$ cat src/include/adsq_pkg.sv
// shared constants and types for the converter scan sequencer
package adsq_pkg;

   // register indices; byte address is four times the index
   localparam int ADDR_W = 12;
   localparam logic [7:0] IDX_CONTROL_STATUS = 8'h30;
   localparam logic [7:0] IDX_CLOCK_RATE = 8'h32;
   localparam logic [7:0] IDX_POWER_OPTION = 8'h34;
   localparam logic [7:0] IDX_RESULT_FIRST = 8'h40;
   localparam logic [7:0] IDX_RESULT_LAST = 8'h4f;

   // control/status fields
   localparam int CTL_DONE_BIT = 7;
   localparam int CTL_EIGHT_CONVERSION_SELECT_BIT = 6;
   localparam int CTL_SCAN_BIT = 5;
   localparam int CTL_MULTI_CHANNEL_SELECT_BIT = 4;
   localparam logic [6:0] CTL_RESET = 7'h00;

   // clock rate select fields
   localparam int RATE_HALF_BIT = 0;
   localparam logic [7:0] RATE_RESET = 8'h00;

   // power option fields
   localparam int OPT_POWER_BIT = 0;
   localparam int OPT_RC_BIT = 1;
   localparam int OPT_DELAY_BIT = 2;
   localparam logic [2:0] OPT_RESET = 3'h4;

   // channel codes
   localparam logic [3:0] CHAN_RESERVED_FIRST = 4'h7;
   localparam logic [3:0] CHAN_RESERVED_LAST = 4'hb;
   localparam logic [3:0] CHAN_LOW_REF = 4'hd;

   // result layout
   localparam int NUM_RESULTS = 8;
   localparam int RESULT_W = 10;

   // timing
   localparam int CLK_FREQ_HZ = 20_000_000;
   localparam int CLK_PERIOD_NS = 1_000_000_000 / CLK_FREQ_HZ;
   localparam int STOP_RECOVERY_US = 100;
   localparam int STOP_RECOVERY_CYCLES =
      (STOP_RECOVERY_US * 1000 + CLK_PERIOD_NS - 1) / CLK_PERIOD_NS;

   // bus answers
   localparam logic [1:0] RESP_OKAY = 2'h0;
   localparam logic [1:0] RESP_SLVERR = 2'h2;

   typedef enum logic [2:0] {
      ST_IDLE,
      ST_ARM,
      ST_CONVERT,
      ST_SUSPEND,
      ST_RECOVER
   } adsq_state_type;

endpackage

$ cat src/hw/adsq_scan_plan.sv
// channel and result slot planning plus conversion rate divider
`timescale 1ns/10ps
module adsq_scan_plan
   import adsq_pkg::*;
(
   // clock and reset
   input wire logic aclk,
   input wire logic aresetn,
   // mode
   input wire logic eight_conversion_select,
   input wire logic multi_channel_select,
   input wire logic [3:0] channel_select,
   input wire logic half_rate_clock_select,
   // sequence position
   input wire logic [2:0] step,
   // plan
   output logic [3:0] plan_channel,
   output logic [2:0] plan_slot,
   output logic plan_last,
   output logic rate_tick
);

   logic half_phase;
   logic [3:0] raw_channel;
   logic reserved_code;

   assign raw_channel = !multi_channel_select ? channel_select :
                        eight_conversion_select ? {channel_select[3], step} :
                        {channel_select[3:2], step[1:0]};

   assign reserved_code = (raw_channel >= CHAN_RESERVED_FIRST) &&
                          (raw_channel <= CHAN_RESERVED_LAST);
   assign plan_channel = reserved_code ? CHAN_LOW_REF : raw_channel;

   // slots five to eight for four
   assign plan_slot = eight_conversion_select ? step : {1'b1, step[1:0]};

   assign plan_last = eight_conversion_select ? (step == 3'h7) : (step[1:0] == 2'h3);

   always_ff @(posedge aclk) begin
      if (!aresetn) begin
         half_phase <= 1'b0;
      end else begin
         half_phase <= ~half_phase;
      end
   end

   assign rate_tick = half_rate_clock_select ? half_phase : 1'b1;

endmodule

$ cat src/hw/adsq_top.sv
// scan sequencer for a multiplexed successive-approximation converter
//
// Operation
// - four-group single scan fills results five to eight, then stops.
// - four-group continuous scan keeps overwriting results five to eight.
// - eight-group single scan: pin n to result n+1, then halt.
// - eight-group continuous scan overwrites results one to eight endlessly.
// - power option bit clear removes converter power; set enables it.
// - clock source bit picks system clock or internal RC oscillator.
// - on system clock, all stepping is synchronous to that clock.
// - stop or wait suspends current channel; it is resampled afterwards.
// - stop powers down analog parts; delayed exit waits for recovery.
// - control write clears flag, aborts, restarts with new settings.
// - done flag sets after first full cycle, holds until control write.
// - control byte: flag, eight-select, scan, multi, four channel bits.
// - eight-select picks eight conversions, otherwise four.
// - scan bit picks endless conversion, otherwise one cycle and stop.
// - multi bit scans a group, otherwise repeats one channel.
// - group mode ignores the low channel bits.
// - rate bit 0 halves the conversion clock; upper bits read zero.
// - single channel: four into five to eight, eight into one to eight.
// - results are 10 bits: high byte, then two bits at 7:6.
// - sixteen channel codes; reserved codes connect low reference.
//
// Implementation choice: the AXI4-Lite interface to the registers.
`timescale 1ns/10ps
module adsq_top
   import adsq_pkg::*;
#(
   parameter int RECOVERY_CYCLES = STOP_RECOVERY_CYCLES
)
(
   // clock and reset
   input wire logic aclk,
   input wire logic aresetn,
   // register bus write address
   input wire logic [ADDR_W-1:0] s_axi_awaddr,
   input wire logic s_axi_awvalid,
   output logic s_axi_awready,
   // register bus write data
   input wire logic [31:0] s_axi_wdata,
   input wire logic [3:0] s_axi_wstrb,
   input wire logic s_axi_wvalid,
   output logic s_axi_wready,
   // register bus write response
   output logic [1:0] s_axi_bresp,
   output logic s_axi_bvalid,
   input wire logic s_axi_bready,
   // register bus read
   input wire logic [ADDR_W-1:0] s_axi_araddr,
   input wire logic s_axi_arvalid,
   output logic s_axi_arready,
   output logic [31:0] s_axi_rdata,
   output logic [1:0] s_axi_rresp,
   output logic s_axi_rvalid,
   input wire logic s_axi_rready,
   // low power state of the system
   input wire logic stop_mode,
   input wire logic wait_mode,
   // analog core
   output logic converter_power_on,
   output logic rc_clock_source_select,
   output logic rc_osc_enable,
   output logic comparator_enable,
   output logic conv_tick,
   output logic [3:0] conv_channel,
   output logic conv_start,
   output logic conv_abort,
   input wire logic conv_done,
   input wire logic [RESULT_W-1:0] conv_result
);

   adsq_state_type state, next_state;
   logic [2:0] step, next_step;
   logic next_start, next_abort, store_result, set_done;
   logic [6:0] control;
   logic sequence_done_flag;
   logic half_rate_clock_select;
   logic [2:0] power_option;
   logic stop_seen;
   logic [12:0] recover_count;
   logic [RESULT_W-1:0] results [NUM_RESULTS];

   logic aw_held, w_held;
   logic [ADDR_W-1:0] aw_addr_q;
   logic [7:0] w_byte_q;
   logic w_lane_q;

   // word index decode, shared by read and write sides
   function automatic logic hit(input logic [ADDR_W-1:0] addr, input logic [7:0] idx);
      hit = addr[ADDR_W-1:2] == {2'b00, idx};
   endfunction

   function automatic logic result_hit(input logic [ADDR_W-1:0] addr);
      result_hit = (addr[ADDR_W-1:2] >= {2'b00, IDX_RESULT_FIRST}) &&
                   (addr[ADDR_W-1:2] <= {2'b00, IDX_RESULT_LAST});
   endfunction

   function automatic logic mapped(input logic [ADDR_W-1:0] addr);
      mapped = hit(addr, IDX_CONTROL_STATUS) || hit(addr, IDX_CLOCK_RATE) ||
               hit(addr, IDX_POWER_OPTION) || result_hit(addr);
   endfunction

   // ---------------- write channel ----------------
   wire aw_fire = s_axi_awvalid && s_axi_awready;
   wire w_fire = s_axi_wvalid && s_axi_wready;
   wire have_aw = aw_held || aw_fire;
   wire have_w = w_held || w_fire;
   wire do_write = have_aw && have_w && !s_axi_bvalid;
   wire [ADDR_W-1:0] wr_addr = aw_held ? aw_addr_q : s_axi_awaddr;
   wire [7:0] wr_byte = w_held ? w_byte_q : s_axi_wdata[7:0];
   wire wr_lane = w_held ? w_lane_q : s_axi_wstrb[0];
   wire wr_en = do_write && wr_lane;
   wire ctl_wr = wr_en && hit(wr_addr, IDX_CONTROL_STATUS);
   wire rate_wr = wr_en && hit(wr_addr, IDX_CLOCK_RATE);
   wire opt_wr = wr_en && hit(wr_addr, IDX_POWER_OPTION);

   assign s_axi_awready = !aw_held && !s_axi_bvalid;
   assign s_axi_wready = !w_held && !s_axi_bvalid;

   always_ff @(posedge aclk) begin
      if (!aresetn) begin
         aw_held <= 1'b0;
         w_held <= 1'b0;
         aw_addr_q <= '0;
         w_byte_q <= 8'h00;
         w_lane_q <= 1'b0;
      end else begin
         if (aw_fire) begin
            aw_addr_q <= s_axi_awaddr;
         end
         if (w_fire) begin
            w_byte_q <= s_axi_wdata[7:0];
            w_lane_q <= s_axi_wstrb[0];
         end
         aw_held <= have_aw && !do_write;
         w_held <= have_w && !do_write;
      end
   end

   always_ff @(posedge aclk) begin
      if (!aresetn) begin
         s_axi_bvalid <= 1'b0;
         s_axi_bresp <= RESP_OKAY;
      end else if (do_write) begin
         s_axi_bvalid <= 1'b1;
         s_axi_bresp <= mapped(wr_addr) ? RESP_OKAY : RESP_SLVERR;
      end else if (s_axi_bready) begin
         s_axi_bvalid <= 1'b0;
      end
   end

   // ---------------- software registers ----------------
   // the control byte resets undefined; zero is chosen so the block starts idle
   always_ff @(posedge aclk) begin
      if (!aresetn) begin
         control <= CTL_RESET;
         half_rate_clock_select <= RATE_RESET[RATE_HALF_BIT];
         power_option <= OPT_RESET;
      end else begin
         if (ctl_wr) begin
            control <= wr_byte[6:0];
         end
         if (rate_wr) begin
            half_rate_clock_select <= wr_byte[RATE_HALF_BIT];
         end
         if (opt_wr) begin
            power_option <= wr_byte[2:0];
         end
      end
   end

   wire eight_conversion_select = control[CTL_EIGHT_CONVERSION_SELECT_BIT];
   wire continuous_scan_select = control[CTL_SCAN_BIT];
   wire multi_channel_select = control[CTL_MULTI_CHANNEL_SELECT_BIT];
   wire stop_exit_delay_enable = power_option[OPT_DELAY_BIT];
   wire low_power = stop_mode || wait_mode;

   assign converter_power_on = power_option[OPT_POWER_BIT];
   assign rc_clock_source_select = power_option[OPT_RC_BIT];
   assign comparator_enable = converter_power_on && !stop_mode;
   assign rc_osc_enable = converter_power_on && rc_clock_source_select && !stop_mode;

   // ---------------- scan plan ----------------
   logic [3:0] plan_channel;
   logic [2:0] plan_slot;
   logic plan_last;
   logic rate_tick;

   adsq_scan_plan u_plan (
      .aclk(aclk),
      .aresetn(aresetn),
      .eight_conversion_select(eight_conversion_select),
      .multi_channel_select(multi_channel_select),
      .channel_select(control[3:0]),
      .half_rate_clock_select(half_rate_clock_select),
      .step(step),
      .plan_channel(plan_channel),
      .plan_slot(plan_slot),
      .plan_last(plan_last),
      .rate_tick(rate_tick)
   );

   // stepping tick on system clock only
   assign conv_tick = (state == ST_CONVERT) && !rc_clock_source_select && rate_tick;

   // ---------------- sequence control ----------------
   wire recover_over = recover_count == 13'h0000;
   wire [2:0] step_after = plan_last ? 3'h0 : 3'(step + 3'h1);

   always_comb begin
      next_state = state;
      next_step = step;
      next_start = 1'b0;
      next_abort = 1'b0;
      store_result = 1'b0;
      set_done = 1'b0;
      if (ctl_wr) begin
         next_abort = (state == ST_CONVERT);
         next_step = 3'h0;
         next_state = ST_ARM;
      end else begin
         case (state)
            ST_IDLE: begin
               next_state = ST_IDLE;
            end
            ST_ARM: begin
               if (low_power) begin
                  next_state = ST_SUSPEND;
               end else if (converter_power_on) begin
                  next_start = 1'b1;
                  next_state = ST_CONVERT;
               end
            end
            ST_CONVERT: begin
               if (!converter_power_on) begin
                  // power removal kills the conversion; it restarts on power
                  next_abort = 1'b1;
                  next_state = ST_ARM;
               end else if (conv_done) begin
                  store_result = 1'b1;
                  next_step = step_after;
                  if (!plan_last) begin
                     next_state = ST_ARM;
                  end else begin
                     set_done = 1'b1;
                     next_state = continuous_scan_select ? ST_ARM : ST_IDLE;
                  end
               end else if (low_power) begin
                  next_abort = 1'b1;
                  next_state = ST_SUSPEND;
               end
            end
            ST_SUSPEND: begin
               if (!low_power) begin
                  next_state = (stop_seen && stop_exit_delay_enable) ? ST_RECOVER : ST_ARM;
               end
            end
            ST_RECOVER: begin
               if (low_power) begin
                  next_state = ST_SUSPEND;
               end else if (recover_over) begin
                  next_state = ST_ARM;
               end
            end
            default: begin
               next_state = ST_IDLE;
               next_step = 3'h0;
            end
         endcase
      end
   end

   always_ff @(posedge aclk) begin
      if (!aresetn) begin
         state <= ST_IDLE;
         step <= 3'h0;
         conv_start <= 1'b0;
         conv_abort <= 1'b0;
         conv_channel <= 4'h0;
      end else begin
         state <= next_state;
         step <= next_step;
         conv_start <= next_start;
         conv_abort <= next_abort;
         if (next_start) begin
            conv_channel <= plan_channel;
         end
      end
   end

   // stop is remembered until the sequence has resumed after it
   always_ff @(posedge aclk) begin
      if (!aresetn) begin
         stop_seen <= 1'b0;
         recover_count <= 13'h0000;
      end else begin
         if (stop_mode) begin
            stop_seen <= 1'b1;
         end else if (next_state == ST_ARM || next_state == ST_IDLE) begin
            stop_seen <= 1'b0;
         end
         if (state == ST_SUSPEND) begin
            recover_count <= 13'(RECOVERY_CYCLES - 1);
         end else if (!recover_over) begin
            recover_count <= recover_count - 13'h0001;
         end
      end
   end

   always_ff @(posedge aclk) begin
      if (!aresetn) begin
         sequence_done_flag <= 1'b0;
      end else if (ctl_wr) begin
         sequence_done_flag <= 1'b0;
      end else if (set_done) begin
         sequence_done_flag <= 1'b1;
      end
   end

   always_ff @(posedge aclk) begin
      if (!aresetn) begin
         for (int i = 0; i < NUM_RESULTS; i++) begin
            results[i] <= '0;
         end
      end else if (store_result) begin
         results[plan_slot] <= conv_result;
      end
   end

   // ---------------- read channel ----------------
   wire ar_fire = s_axi_arvalid && s_axi_arready;
   wire [2:0] rd_slot = s_axi_araddr[5:3];
   wire [RESULT_W-1:0] rd_result = results[rd_slot];
   wire [7:0] rd_result_byte = s_axi_araddr[2] ? {rd_result[1:0], 6'h00} : rd_result[9:2];
   wire [7:0] rd_byte =
      hit(s_axi_araddr, IDX_CONTROL_STATUS) ? {sequence_done_flag, control} :
      hit(s_axi_araddr, IDX_CLOCK_RATE) ? {7'h00, half_rate_clock_select} :
      hit(s_axi_araddr, IDX_POWER_OPTION) ? {5'h00, power_option} :
      result_hit(s_axi_araddr) ? rd_result_byte : 8'h00;

   assign s_axi_arready = !s_axi_rvalid;

   always_ff @(posedge aclk) begin
      if (!aresetn) begin
         s_axi_rvalid <= 1'b0;
         s_axi_rdata <= 32'h0000_0000;
         s_axi_rresp <= RESP_OKAY;
      end else if (ar_fire) begin
         s_axi_rvalid <= 1'b1;
         s_axi_rdata <= {24'h00_0000, rd_byte};
         s_axi_rresp <= mapped(s_axi_araddr) ? RESP_OKAY : RESP_SLVERR;
      end else if (s_axi_rready) begin
         s_axi_rvalid <= 1'b0;
      end
   end

endmodule

$ cat config.mk
export PLATFORM = sky130hd
export DESIGN_NAME = adsq_top
export DESIGN_NICKNAME = d
export VERILOG_FILES = /design/src/include/adsq_pkg.sv /design/src/hw/adsq_scan_plan.sv /design/src/hw/adsq_top.sv
export SDC_FILE = /design/constraint.sdc
export NUM_CORES = 1
export LEC_CHECK = 0
export BUFFER_PORTS_ARGS = -buffer_cell sky130_fd_sc_hd__buf_4
export CORE_ASPECT_RATIO = 0.5
export CORE_MARGIN = 1
export CORE_UTILIZATION = 30
export DETAILED_ROUTE_END_ITERATION = 7
export PLACE_DENSITY = 0.46
export SLEW_MARGIN = 10
export SYNTH_ARGS = -nofsm -noshare
export SYNTH_HDL_FRONTEND = slang
export SYNTH_SLANG_ARGS = --single-unit
$ cat constraint.sdc
create_clock -name aclk -period 4.8 [get_ports aclk]
set_input_delay 0.24 -clock aclk [delete_from_list [all_inputs] [get_ports aclk]]
set_output_delay 0.24 -clock aclk [all_outputs]
set_load 0.03 [all_outputs]
==> flow_summary_export.csv, run 1 <==
group,metric,value,unit
sta,timing.slew.headroom,39.6,%
worst_setup_path,timing.setup.critical_path_class,"register to register",
sta,maxSlewViolCount,0,
global_route,initial_antenna_violation_count,0,
clock_network,cts.root.buffer_cell,"sky130_fd_sc_hd__clkbuf_16",
routing,firstDrtPassIters,4,
logic_synthesis,yosysWarningCount,0,
routing,detail_route.drc_violations,0,
routing,routed_wire_length_per_instance,17.2,um
cells_and_area,antenna_cells,0,
global_route,grt_start_max_net_pins,32,
clock_network,clock_sink_count,151,
worst_setup_path,crit_fanout,9,
placed_design,dpl_worst_slack,1.61,ns
min_path,holdCritPathClass,"input port to register",
logic_synthesis,synth.ff_latch_count,151,
clock_network,clock_insertion_delay_worst_skew,0.43,ns
sta,finClkSkew,0.00665,ns
placed_design,numPortBuffers,73,
routing,route.antenna.remaining_nets,0,
floorplanning,row_count,39,
sta,period_share,66.8,%
cells_and_area,post-route-util,36.7,%
sta,worst-slew-pin-transition,0.895,ns
logic_synthesis,asyncSetResetFlopFracSynth,0,%
floorplanning,initial_core_util,31.1,%
routing,detail_route.iter0.violations,256,
clock_network,htree_num_levels,4,
sta,final_critical_path_setup_slack,1.60,ns
sta,max_clock_freq,0.312,GHz
sta,finalCriticalPeriod,3.20,ns
worst_setup_path,critical_path_required,4.94,ns
global_route,grt.overflow.total,0,
clock_network,tritoncts,"built",
sta,final_hold_viol_count,0,
clock_network,cts.clk_slew.worst_paths,0.06,ns
cells_and_area,layout-area-overhead-vs-synth,17.9,%
routing,num_vias,4896,
worst_setup_path,start_kind,"register",
placed_design,dp_hpwl,12300,um
routing,detail_route.vias_per_cell,4.71,
pwr,power.leakage,3.20,nW
cells_and_area,nets,803,
sta,setup-violations-final,0,
floorplanning,die-area,24800,um2
routing,wl,17900,um
floorplanning,boundaryPins,132,
logic_synthesis,mappedNetlistArea,7230,um2
global_route,grt_pass1_vias,4760,
clock_network,cts_buffers,17,
pwr,power.total,3.20,mW
worst_setup_path,cp-end-kind,"register",
clock_network,cts-root-to-sink-buffers,2,
logic_synthesis,synth_seq_area_share,52.9,%
logic_synthesis,number_of_flops_mapped_to_enable_cells_by_yosys,80,
global_route,grt_first_pass_wirelength,27800,um
logic_synthesis,dominantRegCellSynth,"sky130_fd_sc_hd__edfxtp_1",
floorplanning,die_width,222,um
job,max_cap_viol_count,0,
sta,rsz0062_at_grt,"false",
clock_network,cts_resized,0,
floorplanning,die_y,112,um
outcome,outcome,"finished clean",
global_route,grt_use_total,14.9,%
cells_and_area,layout_cells_sized_above_1,20.9,%
pwr,vdd.ir_drop.worst,235,uV
logic_synthesis,synthesis.instances,654,
logic_synthesis,synth_area_per_cell,11.1,um2
floorplanning,fp.coreArea,23200,um2
pwr,cellPowerDensity,375,nW/um2
logic_synthesis,synth.lib_cells_used.distinct,62,
placed_design,placer_congestion,0.763,
sta,fin_tns_setup,0,ns
worst_setup_path,critical_path_arrival,3.35,ns
[cell families after synthesis]
family                     after synthesis  synth area share, %
and+or+nand+nor                        272                 20.4
DFF                                    151                 52.9
AOI/OAI and AO/OA                       87                 7.67
buffers and inverters                   70                 5.37
muxes                                   60                 11.9
xor gates and xnor gates                10                 1.21
adders and majority gates                3                0.519
other                                    1               0.0519
[final timing paths]
kind	startpoint	end	slack, ns	cells past startpoint
min reg2reg	u_plan.half_phase	u_plan.half_phase	0.41	1
min	s_axi_wdata[3]	w_byte_q[3]	0.07	3
max reg2reg	state[1]	results[4][1]	1.60	5
max	state[1]	results[4][1]	1.60	5
[through the flow]
stage	instance area (um2)	hold WS, ns	cells
after floorplan	7320	0.340	679
after global placement	7970	0.399	1007
after detailed placement	7970	0.401	1007
after CTS	8520	0.0489	1040
after global routing	8520	0.0520	1040
final	8520	0.0673	1040
[layer usage]
metal	wire length, um	global-route usage (%)	up-vias	part of all wire (%)
li1	-	-	2440	-
met1	8840	20.7	2359	49
met2	8110	22.9	85	45
met3	752	3.77	12	4.2
met4	176	4.58	0	0.98
met5	0	0	-	0
[cell usage in the layout (no fill, tap or decap), drive strengths merged, types with 7 or more instances in the layout]
| cell type | instances |
|---|---|
| mux2i | 32 |
| dfxtp | 71 |
| a21oi | 35 |
| buf | 83 |
| inv | 8 |
| nor3 | 17 |
| clkbuf | 21 |
| a211oi | 9 |
| mux2 | 8 |
| mux4 | 20 |
| or3 | 7 |
| nor2 | 66 |
| edfxtp | 80 |
| xnor2 | 8 |
| nand2b | 10 |
| o21ai | 16 |
| conb | 26 |
| nand4 | 7 |
| nand2 | 41 |
| and2 | 83 |
[state kept, by name, summed over array words and instances, names as in the netlist, 3 cells and up]
register	cells
results	80
conv_channel	4
aw_addr_q	10
state	3
step	3
w_byte_q	7
s_axi_rdata	8
control	7
power_option	3
recover_count	13
[what timing repair did]
action                    CTS  global route
hold endpoints to repair    1             0
buffers inserted            0             0
hold buffers                1             0
[report_power, final]
part | total, mW | internal, mW | switching (mW)
clock | 1.23 | 0.686 | 0.543
sequential | 1.49 | 1.44 | 0.0515
combinational | 0.479 | 0.202 | 0.277
[Yosys cell counts (all sizes together) (3+ instances only)]
cell type / number / share of area (%)
inv: 8 / 0.42
o22ai: 4 / 0.35
a31oi: 4 / 0.35
clkbuf: 24 / 1.2
ha: 3 / 0.52
mux2i: 32 / 4.4
edfxtp: 80 / 33
buf: 38 / 3.7
mux2: 8 / 1.2
xnor2: 8 / 0.97
dfxtp: 71 / 20
o21ai: 16 / 1.1
nand2b: 10 / 0.87
a211oi: 9 / 1.1
nor3b: 4 / 0.48
mux4: 20 / 6.2
nand4: 7 / 0.61
a21oi: 35 / 2.4
nor4b: 5 / 0.69
nor3: 17 / 1.2
and2: 83 / 7.2
nor2: 66 / 3.5
nand3b: 3 / 0.31
or3: 7 / 0.68
nor4: 6 / 0.52
or4: 3 / 0.31
nand3: 6 / 0.42
nor2b: 6 / 0.52
nand2: 41 / 2.1
[cell type report]
cell class | count | area [um2]
inverter | 8 | 30.0
fill | 2339 | 14700
timing repair buffer | 84 | 633
clock inverter | 11 | 77.6
sequential | 151 | 3820
multi-input combinational | 458 | 3110
clock buffer | 21 | 460
tap | 307 | 384
[worst max-delay path, cell delays in order (launching register included)]
cell                      delay, ns
sky130_fd_sc_hd__dfxtp_1       0.47
sky130_fd_sc_hd__nor3b_2       0.43
sky130_fd_sc_hd__nand4_1       0.44
sky130_fd_sc_hd__or4_1         0.63
sky130_fd_sc_hd__o21ai_0       0.64
sky130_fd_sc_hd__buf_4         0.30
Power figures use the tool's default switching activity.
==> run 2, diff against run 1 <==
--- a/config.mk
+++ b/config.mk
@@ -5,12 +5,13 @@
 export SDC_FILE = /design/constraint.sdc
 export NUM_CORES = 1
 export LEC_CHECK = 0
+export ABC_AREA = 1
 export BUFFER_PORTS_ARGS = -buffer_cell sky130_fd_sc_hd__buf_4
 export CORE_ASPECT_RATIO = 0.5
 export CORE_MARGIN = 1
 export CORE_UTILIZATION = 30
 export DETAILED_ROUTE_END_ITERATION = 7
-export PLACE_DENSITY = 0.46
+export PLACE_DENSITY = 0.48
 export SLEW_MARGIN = 10
 export SYNTH_ARGS = -nofsm -noshare
 export SYNTH_HDL_FRONTEND = slang
==> constraint.sdc (replaced) <==
create_clock -name aclk -period 2.7 [get_ports aclk]
set_input_delay 0.135 -clock aclk [delete_from_list [all_inputs] [get_ports aclk]]
set_output_delay 0.135 -clock aclk [all_outputs]
set_load 0.03 [all_outputs]
==> flow_summary_export.csv, run 2 <==
group,metric,value,unit
outcome,outcome,"finished clean",
logic_synthesis,yosys.area.top_type,"sky130_fd_sc_hd__edfxtp_1",
logic_synthesis,synth.area.top_cells,"sky130_fd_sc_hd__edfxtp_1, sky130_fd_sc_hd__dfxtp_1, sky130_fd_sc_hd__nor2_1",
global_route,grt_start_max_net_pins,44,
global_route,initial_antenna_violation_count,0,
worst_setup_path,start_kind,"register",
floorplanning,die-area,25100,um2
cells_and_area,footprint_of_the_multi_input_gates,2900,um2
cells_and_area,antenna_cells,0,
cells_and_area,max_ffs_per_register,80,
worst_setup_path,critical_path_required,2.75,ns
floorplanning,die_y,112,um
clock_network,tritoncts,"built",
placed_design,dp_hpwl,13600,um
logic_synthesis,synth_most_common_cell,"sky130_fd_sc_hd__nor2_1",
logic_synthesis,number_of_flops_mapped_to_enable_cells_by_yosys,80,
floorplanning,fp.coreArea,23400,um2
global_route,grt_use_total,16.0,%
global_route,grt.overflow.total,0,
min_path,holdCritPathClass,"input port to register",
worst_setup_path,timing.setup.critical_path_class,"register to register",
pwr,power.leakage,3.76,nW
logic_synthesis,synth_seq_area_share,52.2,%
clock_network,cts_setup_buffers,0,
logic_synthesis,synthesis.instances,890,
logic_synthesis,yosys.area.top_type_share,32.8,%
sta,worst-slew-pin-transition,0.549,ns
cells_and_area,layout-area-overhead-vs-synth,22.3,%
placed_design,numPortBuffers,73,
worst_setup_path,cp-end-kind,"register",
clock_network,cts.clk_slew.worst_paths,0.06,ns
sta,period_share,90.9,%
cells_and_area,regMostFlops,"results",
global_route,grt_first_pass_wirelength,30900,um
worst_setup_path,critical_path_arrival,2.50,ns
logic_synthesis,asyncSetResetFlopFracSynth,0,%
clock_network,cts_buffers,17,
logic_synthesis,synth.ff_latch_count,151,
sta,max_clock_freq,0.407,GHz
routing,route.antenna.remaining_nets,0,
sta,finalCriticalPeriod,2.45,ns
logic_synthesis,mappedNetlistArea,7320,um2
pwr,vdd.ir_drop.worst,480,uV
floorplanning,boundaryPins,132,
clock_network,htree_num_levels,4,
cells_and_area,area.sequential,3820,um2
sta,timing.slew.headroom,63.3,%
routing,detail_route.drc_violations,0,
clock_network,clock_sink_count,151,
cells_and_area,largest_registers,"results (80), recover_count (13), aw_addr_q (10)",
routing,wl,19300,um
logic_synthesis,commonest_cells_in_the_netlist,"sky130_fd_sc_hd__nor2_1, sky130_fd_sc_hd__nand2_1, sky130_fd_sc_hd__o21ai_0",
placed_design,placer_congestion,0.836,
cells_and_area,layout_cells_sized_above_1,14.8,%
routing,detail_route.vias_per_cell,4.67,
clock_network,cts.root.buffer_cell,"sky130_fd_sc_hd__clkbuf_16",
sta,fin_tns_setup,0,ns
pwr,cellPowerDensity,737,nW/um2
routing,detail_route.iter0.violations,319,
cells_and_area,nFillCells,2406,
logic_synthesis,yosysWarningCount,0,
cells_and_area,nets,1064,
clock_network,cts-root-to-sink-buffers,2,
logic_synthesis,synth.lib_cells_used.distinct,40,
floorplanning,row_count,39,
global_route,grt_pass1_vias,5765,
sta,final_hold_viol_count,0,
cells_and_area,layout_commonest_cell,"sky130_fd_sc_hd__nor2_1",
logic_synthesis,dominantRegCellSynth,"sky130_fd_sc_hd__edfxtp_1",
routing,num_vias,6079,
logic_synthesis,synth_area_per_cell,8.23,um2
floorplanning,initial_core_util,31.3,%
worst_setup_path,crit_fanout,12,
clock_network,clock_insertion_delay_worst_skew,0.43,ns
routing,firstDrtPassIters,5,
sta,maxSlewViolCount,0,
sta,finClkSkew,0.0110,ns
sta,setup-violations-final,0,
cells_and_area,finalNonFillerCells,1301,
routing,routed_wire_length_per_instance,14.8,um
sta,rsz0062_at_grt,"false",
placed_design,placedCellCount,1249,
job,max_cap_viol_count,0,
floorplanning,die_width,223,um
cells_and_area,most-common-layout-cells,"sky130_fd_sc_hd__nor2_1, sky130_fd_sc_hd__nand2_1, sky130_fd_sc_hd__o21ai_0",
-- run 2: layout make-up --
class / count / area share [%]
repair buffers: 109 / 9.69
clock buffers: 18 / 4.79
clock inverters: 14 / 2.74
flip-flops and latches: 151 / 42.7
inverters: 81 / 3.39
multi-input cells: 621 / 32.4
well taps: 307 / 4.29
-- run 2: kinds of logic (layout without fill, tap and decap cells) --
group	after synthesis	count (layout)	synth area share (%)
simple gates	411	411	24.6
compound gates	178	178	12.8
flops	151	151	52.2
buf+inv	143	222	9.48
fa+ha+maj	3	3	0.513
xor+xnor	3	3	0.359
other cells	1	26	0.0512
-- run 2: report_power, final --
| part | internal [mW] | switching [mW] | leakage [nW] | total [mW] |
|---|---|---|---|---|
| registers | 2.59 | 0.116 | 1.41 | 2.70 |
| logic | 0.399 | 0.748 | 2.02 | 1.15 |
| clock network | 1.75 | 1.00 | 0.326 | 2.75 |
-- run 2: stage by stage --
stage | worst slack [ns] | area, um2 | utilization, % | power (mW) | hold slack, ns
finish | 0.246 | 8960 | 38.3 | 6.60 | 0.0330
detailed placement | 0.243 | 8080 | 34.6 | 3.87 | 0.380
CTS | 0.216 | 8950 | 38.3 | 6.64 | 0.0257
floorplan | 0.333 | 7420 | - | 3.58 | 0.269
global route | 0.0107 | 8960 | 38.3 | 6.91 | 0.0254
global placement | 0.309 | 8080 | 34.6 | 3.85 | 0.377
-- run 2: worst paths after layout --
path,startpoint,to,slack (ns),depth (start not counted)
min reg2reg,u_plan.half_phase,u_plan.half_phase,0.43,1
min,s_axi_rready,s_axi_rvalid,0.03,3
max,aw_held,results[4][5],0.25,7
max reg2reg,aw_held,results[4][5],0.25,7
-- run 2: timing repair --
item                                    4_1_cts  5_1_grt
endpoints found under the setup margin        0        8
hold endpoints to repair                     20        0
hold buffers                                 20        0
resized for setup                             0        1
-- run 2: critical path: stages, from the launching register on --
cell	delay [ns]
sky130_fd_sc_hd__dfxtp_1	0.58
sky130_fd_sc_hd__inv_2	0.19
sky130_fd_sc_hd__a21oi_2	0.19
sky130_fd_sc_hd__nand2_2	0.11
sky130_fd_sc_hd__nor2_4	0.21
sky130_fd_sc_hd__nand4_4	0.25
sky130_fd_sc_hd__nand4_1	0.18
sky130_fd_sc_hd__nand2_1	0.35
-- run 2: routing by layer --
layer | vias to the layer above | share of wire, % | track usage, %
met3 | 12 | 3.0 | 3.19
met5 | - | 0 | 0
met1 | 2867 | 51 | 22.3
li1 | 3094 | - | -
met4 | 0 | 0.87 | 3.91
met2 | 106 | 45 | 25.3
